`src/hdl/wsc_map.svh`:
```
// constants of the weld stepper counter: register offsets, field positions, codes, timing
// assumes a 100 MHz aclk and a 32-bit AXI4-Lite register bus with byte addresses
// Function
// - in program mode, enter plus both data buttons reloads first step
// - partial button combinations leave stepper unchanged
// - after manual reload show step and count
// - step and count writable directly while the stepper is idle
// - zero on last step reads next schedule
// - reset schedule: count 0, off 99, empty
// - in program mode, enter plus program/operate clears displayed schedule
// - input function 05: terminal opening reloads stepper
// - down-counter loadable from 0 to 9999
// - weld countdown and step advance work only in mode 01 or 02; reloads work in any mode
// - show remaining count after each sequence
// - end message flashes, cleared by button or estop
// - valve on while end message flashes, codes 10/17
// - zero weld count after last step ends stepper
`ifndef WSC_MAP_SVH
`define WSC_MAP_SVH

`define WSC_A_CTRL 8'h00
`define WSC_A_STEP 8'h04
`define WSC_A_COUNT 8'h08
`define WSC_A_FIRST 8'h0c
`define WSC_A_SADDR 8'h10
`define WSC_A_SDATA 8'h14
`define WSC_A_STATUS 8'h18

`define WSC_CTRL_RST 32'h0000_0000
`define WSC_F_MODE 1:0
`define WSC_F_PROG 2
`define WSC_F_SHOWCNT 3
`define WSC_F_SSEL 14:8
`define WSC_F_INFN 23:16
`define WSC_F_POUT 31:24

`define WSC_F_WC 13:0
`define WSC_F_OFF 20:14
`define WSC_F_VALVE 28:21
`define WSC_F_OTHER 29

`define WSC_MODE_A 2'h1
`define WSC_MODE_B 2'h2
`define WSC_INFN_EXTRST 8'h05
`define WSC_POUT_END_A 8'h10
`define WSC_POUT_END_B 8'h17
`define WSC_CNT_MAX 14'h270f
`define WSC_RST_OFF 7'h63
`define WSC_RESP_OK 2'h0
`define WSC_RESP_ERR 2'h2

`define WSC_SHOW_TIME_MS 1500
`define WSC_CLK_KHZ 100000
`define WSC_SHOW_CYC (`WSC_SHOW_TIME_MS * `WSC_CLK_KHZ)

`endif

```
`src/hdl/wsc_pkg.sv`:
```
// types shared by the weld stepper counter files
// assumes wsc_map.svh supplies the numeric constants
package wsc_pkg;
	typedef struct packed {
		logic enter;
		logic data_ones;
		logic data_tens;
		logic prog_op;
		logic select;
		logic sched_step;
	} wsc_buttons_s;

	typedef struct packed {
		logic other_nz;
		logic [7:0] valves;
		logic [6:0] off_time;
		logic [13:0] weld_count;
	} wsc_sched_s;

	typedef enum logic [1:0] {
		ST_IDLE,
		ST_WAIT,
		ST_EVAL
	} wsc_state_e;
endpackage : wsc_pkg

```
`src/hdl/wsc_sched_mem.sv`:
```
// schedule memory: one write port, one read port with registered data
// assumes the caller avoids reading an address in the cycle it is written
`timescale 1ns/1ps
module wsc_sched_mem (
	input wire logic aclk,
	input wire logic we,
	input wire logic [6:0] waddr,
	input wsc_pkg::wsc_sched_s wdata,
	input wire logic [6:0] raddr,
	output wsc_pkg::wsc_sched_s rdata
);
	import wsc_pkg::*;

	wsc_sched_s mem_r [0:127];

	always_ff @(posedge aclk) begin
		if (we) begin
			mem_r[waddr] <= wdata;
		end
	end

	always_ff @(posedge aclk) begin
		rdata <= mem_r[raddr];
	end
endmodule : wsc_sched_mem

```
`src/hdl/wsc_edge.sv`:
```
// registered rise and fall pulses for a vector of synchronous levels
// assumes inputs already sit in the aclk domain
`timescale 1ns/1ps
module wsc_edge #(
	parameter int W = 8
) (
	input wire logic aclk,
	input wire logic aresetn,
	input wire logic [W-1:0] lvl,
	input wire logic [W-1:0] rst_val,
	output logic [W-1:0] rise,
	output logic [W-1:0] fall
);
	logic [W-1:0] prev_r;
	logic init_r;

	// the first cycle after reset only captures, so a level held through reset is no edge
	always_ff @(posedge aclk) begin
		if (!aresetn) begin
			init_r <= 1'b0;
		end else begin
			init_r <= 1'b1;
		end
	end

	genvar i;
	generate
		for (i = 0; i < W; i++) begin : g_bit
			always_ff @(posedge aclk) begin
				if (!aresetn) begin
					prev_r[i] <= rst_val[i];
					rise[i] <= 1'b0;
					fall[i] <= 1'b0;
				end else begin
					prev_r[i] <= lvl[i];
					rise[i] <= init_r & lvl[i] & ~prev_r[i];
					fall[i] <= init_r & ~lvl[i] & prev_r[i];
				end
			end
		end
	endgenerate
endmodule : wsc_edge

```
`src/hdl/wsc_top.sv`:
```
// weld stepper counter: per-step down-counter with manual, automatic and external reload
// assumes front panel inputs and the sequence-done pulse are synchronous to aclk
//
// The AXI4-Lite slave port and the address map were left to the implementer.
`timescale 1ns/1ps
`include "wsc_map.svh"
module wsc_top #(
	parameter int SHOW_CYCLES = `WSC_SHOW_CYC
) (
	input wire logic aclk,
	input wire logic aresetn,
	input wire logic [7:0] s_axi_awaddr,
	input wire logic s_axi_awvalid,
	output logic s_axi_awready,
	input wire logic [31:0] s_axi_wdata,
	input wire logic [3:0] s_axi_wstrb,
	input wire logic s_axi_wvalid,
	output logic s_axi_wready,
	output logic [1:0] s_axi_bresp,
	output logic s_axi_bvalid,
	input wire logic s_axi_bready,
	input wire logic [7:0] s_axi_araddr,
	input wire logic s_axi_arvalid,
	output logic s_axi_arready,
	output logic [31:0] s_axi_rdata,
	output logic [1:0] s_axi_rresp,
	output logic s_axi_rvalid,
	input wire logic s_axi_rready,
	input wsc_pkg::wsc_buttons_s buttons,
	input wire logic estop,
	input wire logic external_reset_terminal,
	input wire logic seq_done,
	output logic [6:0] sched_disp,
	output logic [13:0] data_disp,
	output logic end_msg,
	output logic po_valve
);
	import wsc_pkg::*;

	logic [31:0] ctrl_r, w_data_r, wr_data, show_cnt_r;
	logic [6:0] step_r, first_r, saddr_r, rd_addr_r, mem_waddr;
	logic [13:0] count_r, wr_cnt;
	logic [7:0] aw_addr_r;
	logic [6:0] ev_lvl, ev_rise;
	logic aw_got_r, w_got_r, wr_go, wr_hit;
	logic reload_kind_r, manual_kind_r, reload_pend_r, manual_pend_r, clear_pend_r;
	logic end_r, end_set, end_nxt, shown_cnt_r, ext_fall;
	logic prog_mode, stepper_en, manual_hit, ext_hit, clear_hit, any_press, is_reset_cmd, mem_we;
	wsc_state_e state_r;
	wsc_sched_s rd_data, mem_wdata;

	assign prog_mode = ctrl_r[`WSC_F_PROG];
	assign stepper_en = (ctrl_r[`WSC_F_MODE] == `WSC_MODE_A) || (ctrl_r[`WSC_F_MODE] == `WSC_MODE_B);

	// bit 6 is the three-button combination, so only its full assertion makes an edge
	assign ev_lvl = {buttons.enter & buttons.data_ones & buttons.data_tens, buttons};

	wsc_edge #(
		.W(7)
	) u_edge (
		.aclk(aclk),
		.aresetn(aresetn),
		.lvl(ev_lvl),
		.rst_val(7'h00),
		.rise(ev_rise),
		.fall()
	);

	wsc_edge #(
		.W(1)
	) u_ext_edge (
		.aclk(aclk),
		.aresetn(aresetn),
		.lvl(external_reset_terminal),
		.rst_val(1'b1),
		.rise(),
		.fall(ext_fall)
	);

	assign manual_hit = prog_mode & ev_rise[6];
	assign ext_hit = (ctrl_r[`WSC_F_INFN] == `WSC_INFN_EXTRST) & ext_fall;
	assign clear_hit = prog_mode & buttons.enter & ev_rise[2];
	assign any_press = |ev_rise[5:0];
	assign is_reset_cmd = (rd_data.weld_count == 14'h0000) && (rd_data.off_time == `WSC_RST_OFF) &&
		(rd_data.valves == 8'h00) && !rd_data.other_nz;

	// AXI4-Lite write channel: address and data taken in either order, one response per pair
	assign wr_go = aw_got_r & w_got_r & ~s_axi_bvalid;
	assign wr_data = w_data_r;
	assign wr_hit = (aw_addr_r == `WSC_A_CTRL) || (aw_addr_r == `WSC_A_STEP) || (aw_addr_r == `WSC_A_COUNT) ||
		(aw_addr_r == `WSC_A_FIRST) || (aw_addr_r == `WSC_A_SADDR) || (aw_addr_r == `WSC_A_SDATA);
	assign wr_cnt = (wr_data[`WSC_F_WC] > `WSC_CNT_MAX) ? `WSC_CNT_MAX : wr_data[`WSC_F_WC];

	always_ff @(posedge aclk) begin
		if (!aresetn) begin
			aw_got_r <= 1'b0;
			w_got_r <= 1'b0;
			aw_addr_r <= 8'h00;
			w_data_r <= 32'h0000_0000;
			s_axi_awready <= 1'b0;
			s_axi_wready <= 1'b0;
			s_axi_bvalid <= 1'b0;
			s_axi_bresp <= `WSC_RESP_OK;
		end else begin
			s_axi_awready <= ~aw_got_r & ~(s_axi_awvalid & s_axi_awready) & ~s_axi_bvalid;
			s_axi_wready <= ~w_got_r & ~(s_axi_wvalid & s_axi_wready) & ~s_axi_bvalid;
			if (s_axi_awvalid & s_axi_awready) begin
				aw_got_r <= 1'b1;
				aw_addr_r <= {s_axi_awaddr[7:2], 2'b00};
			end
			if (s_axi_wvalid & s_axi_wready) begin
				w_got_r <= 1'b1;
				w_data_r <= s_axi_wdata;
			end
			if (wr_go) begin
				aw_got_r <= 1'b0;
				w_got_r <= 1'b0;
				s_axi_bvalid <= 1'b1;
				s_axi_bresp <= wr_hit ? `WSC_RESP_OK : `WSC_RESP_ERR;
			end else if (s_axi_bvalid & s_axi_bready) begin
				s_axi_bvalid <= 1'b0;
			end
		end
	end

	// byte strobes are not decoded: every accepted write lands as a whole word
	always_ff @(posedge aclk) begin
		if (!aresetn) begin
			ctrl_r <= `WSC_CTRL_RST;
			first_r <= 7'h00;
			saddr_r <= 7'h00;
		end else if (wr_go && (w_got_r) && (s_axi_wstrb == 4'hf || 1'b1)) begin
			if (aw_addr_r == `WSC_A_CTRL) begin
				ctrl_r <= wr_data;
			end
			if (aw_addr_r == `WSC_A_FIRST) begin
				first_r <= wr_data[6:0];
			end
			if (aw_addr_r == `WSC_A_SADDR) begin
				saddr_r <= wr_data[6:0];
			end
		end
	end

	// software data writes own the memory port; a panel clear waits for a free cycle
	always_comb begin
		mem_we = 1'b0;
		mem_waddr = saddr_r;
		mem_wdata = '0;
		if (wr_go && aw_addr_r == `WSC_A_SDATA) begin
			mem_we = 1'b1;
			mem_wdata.weld_count = wr_cnt;
			mem_wdata.off_time = wr_data[`WSC_F_OFF];
			mem_wdata.valves = wr_data[`WSC_F_VALVE];
			mem_wdata.other_nz = wr_data[`WSC_F_OTHER];
		end else if (clear_pend_r) begin
			mem_we = 1'b1;
			mem_waddr = ctrl_r[`WSC_F_SSEL];
		end
	end

	always_ff @(posedge aclk) begin
		if (!aresetn) begin
			clear_pend_r <= 1'b0;
		end else if (clear_hit) begin
			clear_pend_r <= 1'b1;
		end else if (!(wr_go && aw_addr_r == `WSC_A_SDATA)) begin
			clear_pend_r <= 1'b0;
		end
	end

	wsc_sched_mem u_mem (
		.aclk(aclk),
		.we(mem_we),
		.waddr(mem_waddr),
		.wdata(mem_wdata),
		.raddr(rd_addr_r),
		.rdata(rd_data)
	);

	// AXI4-Lite read channel
	always_ff @(posedge aclk) begin
		if (!aresetn) begin
			s_axi_arready <= 1'b0;
			s_axi_rvalid <= 1'b0;
			s_axi_rdata <= 32'h0000_0000;
			s_axi_rresp <= `WSC_RESP_OK;
		end else begin
			s_axi_arready <= ~s_axi_rvalid & ~(s_axi_arvalid & s_axi_arready);
			if (s_axi_arvalid & s_axi_arready) begin
				s_axi_rvalid <= 1'b1;
				s_axi_rresp <= `WSC_RESP_OK;
				unique case ({s_axi_araddr[7:2], 2'b00})
					`WSC_A_CTRL: s_axi_rdata <= ctrl_r;
					`WSC_A_STEP: s_axi_rdata <= {25'h0, step_r};
					`WSC_A_COUNT: s_axi_rdata <= {18'h0, count_r};
					`WSC_A_FIRST: s_axi_rdata <= {25'h0, first_r};
					`WSC_A_SADDR: s_axi_rdata <= {25'h0, saddr_r};
					`WSC_A_SDATA: s_axi_rdata <= 32'h0000_0000;
					`WSC_A_STATUS: s_axi_rdata <= {28'h0, state_r != ST_IDLE, |show_cnt_r, po_valve, end_r};
					default: begin
						s_axi_rdata <= 32'h0000_0000;
						s_axi_rresp <= `WSC_RESP_ERR;
					end
				endcase
			end else if (s_axi_rvalid & s_axi_rready) begin
				s_axi_rvalid <= 1'b0;
			end
		end
	end

	// reload requests are held until the fetch really launches; an idle count write defers it
	always_ff @(posedge aclk) begin
		if (!aresetn) begin
			reload_pend_r <= 1'b0;
			manual_pend_r <= 1'b0;
		end else if (manual_hit | ext_hit) begin
			reload_pend_r <= 1'b1;
			manual_pend_r <= manual_pend_r | manual_hit;
		end else if (state_r == ST_IDLE && reload_pend_r && !(wr_go && aw_addr_r == `WSC_A_COUNT)) begin
			reload_pend_r <= 1'b0;
			manual_pend_r <= 1'b0;
		end
	end

	// step and count: fetched schedule wins, then software, then weld countdown
	always_ff @(posedge aclk) begin
		if (!aresetn) begin
			state_r <= ST_IDLE;
			step_r <= 7'h00;
			count_r <= 14'h0000;
			rd_addr_r <= 7'h00;
			reload_kind_r <= 1'b0;
			manual_kind_r <= 1'b0;
			end_set <= 1'b0;
		end else begin
			end_set <= 1'b0;
			unique case (state_r)
				ST_IDLE: begin
					if (wr_go && aw_addr_r == `WSC_A_STEP) begin
						step_r <= wr_data[6:0];
					end
					if (wr_go && aw_addr_r == `WSC_A_COUNT) begin
						count_r <= wr_cnt;
					end else if (reload_pend_r) begin
						rd_addr_r <= first_r;
						reload_kind_r <= 1'b1;
						manual_kind_r <= manual_pend_r;
						state_r <= ST_WAIT;
					end else if (seq_done && stepper_en) begin
						if (count_r > 14'h0001) begin
							count_r <= count_r - 14'h0001;
						end else begin
							count_r <= 14'h0000;
							rd_addr_r <= step_r + 7'h01;
							reload_kind_r <= 1'b0;
							manual_kind_r <= 1'b0;
							state_r <= ST_WAIT;
						end
					end
				end
				ST_WAIT: begin
					state_r <= ST_EVAL;
				end
				ST_EVAL: begin
					state_r <= ST_IDLE;
					if (reload_kind_r) begin
						step_r <= first_r;
						count_r <= rd_data.weld_count;
					end else if (is_reset_cmd) begin
						rd_addr_r <= first_r;
						reload_kind_r <= 1'b1;
						state_r <= ST_WAIT;
					end else if (rd_data.weld_count == 14'h0000) begin
						end_set <= 1'b1;
					end else begin
						step_r <= rd_addr_r;
						count_r <= rd_data.weld_count;
					end
				end
			endcase
		end
	end

	// set wins over a clear arriving in the same cycle
	assign end_nxt = end_set | (end_r & ~any_press & ~estop);

	always_ff @(posedge aclk) begin
		if (!aresetn) begin
			end_r <= 1'b0;
			po_valve <= 1'b0;
		end else begin
			end_r <= end_nxt;
			po_valve <= end_nxt & ((ctrl_r[`WSC_F_POUT] == `WSC_POUT_END_A) ||
				(ctrl_r[`WSC_F_POUT] == `WSC_POUT_END_B));
		end
	end

	// display: brief show after a manual reload, count after each sequence when selected
	always_ff @(posedge aclk) begin
		if (!aresetn) begin
			show_cnt_r <= 32'h0000_0000;
			shown_cnt_r <= 1'b0;
		end else begin
			if (state_r == ST_EVAL && reload_kind_r && manual_kind_r) begin
				show_cnt_r <= SHOW_CYCLES;
			end else if (show_cnt_r != 32'h0000_0000) begin
				show_cnt_r <= show_cnt_r - 32'h0000_0001;
			end
			if (seq_done && ctrl_r[`WSC_F_SHOWCNT]) begin
				shown_cnt_r <= 1'b1;
			end else if (any_press || !ctrl_r[`WSC_F_SHOWCNT]) begin
				shown_cnt_r <= 1'b0;
			end
		end
	end

	always_ff @(posedge aclk) begin
		if (!aresetn) begin
			sched_disp <= 7'h00;
			data_disp <= 14'h0000;
			end_msg <= 1'b0;
		end else begin
			end_msg <= end_nxt;
			sched_disp <= (show_cnt_r != 32'h0000_0000) ? step_r : ctrl_r[`WSC_F_SSEL];
			data_disp <= ((show_cnt_r != 32'h0000_0000) || shown_cnt_r) ? count_r : 14'h0000;
		end
	end
endmodule : wsc_top

```
`config.mk`:
```
export PLATFORM = sky130hd
export DESIGN_NAME = wsc_top
export DESIGN_NICKNAME = d
export VERILOG_FILES = /design/src/hdl/wsc_pkg.sv /design/src/hdl/wsc_sched_mem.sv /design/src/hdl/wsc_edge.sv /design/src/hdl/wsc_top.sv
export VERILOG_INCLUDE_DIRS = /design/src /design/src/hdl
export SDC_FILE = /design/constraint.sdc
export NUM_CORES = 2
export LEC_CHECK = 0
export ABC_CLOCK_PERIOD_IN_PS = 5900
export BUFFER_PORTS_ARGS = -buffer_cell sky130_fd_sc_hd__buf_4
export CORE_MARGIN = 2
export CORE_UTILIZATION = 50
export CTS_CLUSTER_SIZE = 30
export DETAILED_ROUTE_END_ITERATION = 7
export PLACE_DENSITY = 0.63
export SLEW_MARGIN = 5
export SYNTH_ARGS = -nofsm -noshare
export SYNTH_HDL_FRONTEND = slang
export SYNTH_HIERARCHICAL = 1
export SYNTH_SLANG_ARGS = --single-unit
export TNS_END_PERCENT = 30
```
`constraint.sdc`:
```
create_clock -name aclk -period 5.9 [get_ports aclk]
set_input_delay 0 -clock aclk [delete_from_list [all_inputs] [get_ports aclk]]
set_output_delay 0 -clock aclk [all_outputs]
set_load 0.05 [all_outputs]
```
==> metrics.md <==
| Metric | Value |
|---|---|
| Outcome | complete, no violations |
| Syn avg cell area | 23.0 um^2 |
| WHS | 0.101 ns |
| Area grow syn2layout | 14.8% |
| Min Tclk post-route | 5.22 ns |
| Vias/cell | 6.41 |
| Initial core utilization | 50.2% |
| Share of power burned in registers | 49.2% |
| Comb power frac | 11.7% |
| CP startpoint | aw_got_r |
| Pwr Density | 359 mW/mm^2 |
| CP max stage cell | nor2_4 |
| TritonRoute pass-1 iters | 6 |
| H-tree levels | 5 |
| Grt ovf | 0 |
| RSZ-0062 raised after global routing | no |
| Most common cell after layout, fill and taps aside | edfxtp_1 |
| Maximum vdd drop | 0.257 mV |
| CP arrival | 5.87 ns |
| CP Capture Type | register |
| Root buf cell | clkbuf_16 |
| Internal Pwr Total | 49900 uW |
| Critical path cell sequence | nor4bb_1 > buf_4 > nand4_1 > buf_4 > and2_1 > mux2_2 > nor2b_1 > nand3_2 > buf_4 > nor2_4 > buf_4 |
| GPL Wtd Cong | 0.846 |
| Critical Setup Path Class | reg2reg |
| Fillers | 22273 |
| Fin nets | 7503 |
| Layout cell share with drive strength beyond 1 | 32.1% |
| Drt wl/cell | 34.2 um |
| Post-placement cell area | 0.165 mm^2 |
| Core box area | 0.312 mm^2 |
| Critical Path Max Stage Delay | 0.75 ns |
| Worst-path clk slew | 0.06 ns |
| Vias in the first global route | 75893 |
| Maximum root-to-sink buffer count | 4 |
| Fmax | 192 MHz |
| CTS sink count | 4105 |
| Via count | 76364 |
| Design area | 0.180 mm^2 |
| Row count | 205 |
| HPWL after detailed placement | 236 mm |
| Final Hold Viols | 0 |
| Power share of the clock group | 39.1% |
| Postcts setup bufs | 0 |
| Worst clock skew | 0.0628 ns |
| Most frequent cells in the layout | 3840 x edfxtp_1, 1260 x mux4_2, 406 x clkbuf_16 |
| Die height | 564 um |
| Final Setup Violations | 0 |
| Detailed Route WL | 408 mm |
| Largest net degree at the start of global routing | 105 |
| Startpoint type of the worst setup path | register |
| Worst Max-Slew Pin Slew | 1.34 ns |
| Post-route ant nets | 0 |
| Crit-path leading delay family | simple AND/OR/NAND/NOR gates |
| CP bufs+invs | 4 |
| Crit Path Max Fanout | 20 |
| NetSw | 14700 uW |
| Crit-path most repeated cell | buf_4 |
| Sw frac | 22.7% |
| Worst endpoint required time | 6.55 ns |
| Reg-to-Reg Start | aw_got_r |
| Hold Startpoint | s_axi_araddr[3] |
| Relative slew slack | 10.8% |
| Iter 0 DRT Violations | 11308 |
| DRC | 0 |
| GR Util All Layers | 25.6% |
| CTS Buf Count | 403 |
| I/O pin count | 132 |
| Synth Cell Area | 0.157 mm^2 |
| Fin. max-slew vios | 0 |
| Max-cap viol count | 0 |
| Hold Path Class | in2reg |
| Clock latency on the worst-skew pair | 0.99 ns |
| CTS tree | yes |
| Fin util | 57.7% |
| Tcrit/Tclk final | 88.4% |
| Synth warn | 6 |
| Horiz. Die Dim | 564 um |
| P_leak | 0.0518 uW |
| Die Area | 0.318 mm^2 |
| Post-Synthesis Cells | 6815 |
| IO buf count | 121 |
| First-pass GRT wire length | 574 mm |
| Initial antenna violation count | 45 |
| Fin Setup TNS | 0 ns |
-- per-layer routing --
layer	vias up	routed length (um)	global-route usage (%)	share of wire [%]
met5	-	52	0	0.013
met1	41469	164000	38.1	40
met4	8	11500	7.02	2.8
li1	30189	-	-	-
met2	4157	192000	39.6	47
met3	541	41000	4.54	10
-- registers in the layout, indices dropped and copies added, names as in the netlist, 2 cells and up --
register and cells:
u_mem/mem_r 3840, ctrl_r 32, s_axi_rdata 32, show_cnt_r 32
w_data_r 32, u_mem/rdata 30, count_r 14, data_disp 14
first_r 7, rd_addr_r 7, saddr_r 7, sched_disp 7
step_r 7, u_edge/prev_r 7, u_edge/rise 7, aw_addr_r 6
state_r 2
-- power by group through the flow --
stage / Combinational, uW / Clock [uW] / Sequential [uW]
2_1_floorplan: 5810 / 0 / 32300
3_3_place_gp: 7530 / 0 / 32400
3_5_place_dp: 7590 / 0 / 32400
4_1_cts: 7690 / 25600 / 31800
5_1_grt: 8080 / 26800 / 31800
6_report: 7570 / 25300 / 31800
-- worst reg2reg max path, stage by stage (launching register included) --
cell	delay [ns]
dfxtp_1	0.39
nor4bb_1	0.37
buf_4	0.22
nand4_1	0.17
buf_4	0.30
and2_1	0.31
mux2_2	0.51
nor2b_1	0.42
nand3_2	0.57
buf_4	0.47
nor2_4	0.76
buf_4	0.40
-- metrics by stage --
| stage | std cells | total power [uW] | worst slack (ns) |
|---|---|---|---|
| floorplan | 6823 | 38100 | 0.736 |
| global placement | 11005 | 39900 | 0.965 |
| detailed placement | 11005 | 40000 | 0.862 |
| CTS | 11908 | 65100 | 0.841 |
| global route | 11909 | 66700 | 0.623 |
| finish | 11921 | 64600 | 0.683 |
-- final cells by class --
type	instances	area, um^2	area share (%)
Antenna cell	13	32.5	0.0181
Clock buffer	499	10600	5.90
Clock inverter	247	2430	1.35
Inverter	14	55.1	0.0306
Multi-Input combinational cell	2321	35600	19.8
Sequential cell	4105	121000	67.1
Tap cell	4140	5180	2.88
Timing Repair Buffer	582	5310	2.95
-- final timing paths --
kind | end | slack, ns | depth (start not counted)
setup / recovery | u_mem/mem_r[62][7] | 0.68 | 11
setup reg to reg | u_mem/mem_r[62][7] | 0.68 | 11
hold reg to reg | ctrl_r[30] | 0.46 | 2
hold / removal | s_axi_rdata[0] | 0.10 | 6
-- timing repair --
action,4_1_cts,5_1_grt
hold buffers,157,0
resized for setup,0,0
endpoints found under the hold margin,123,0
(Power assumes the default switching activity.)
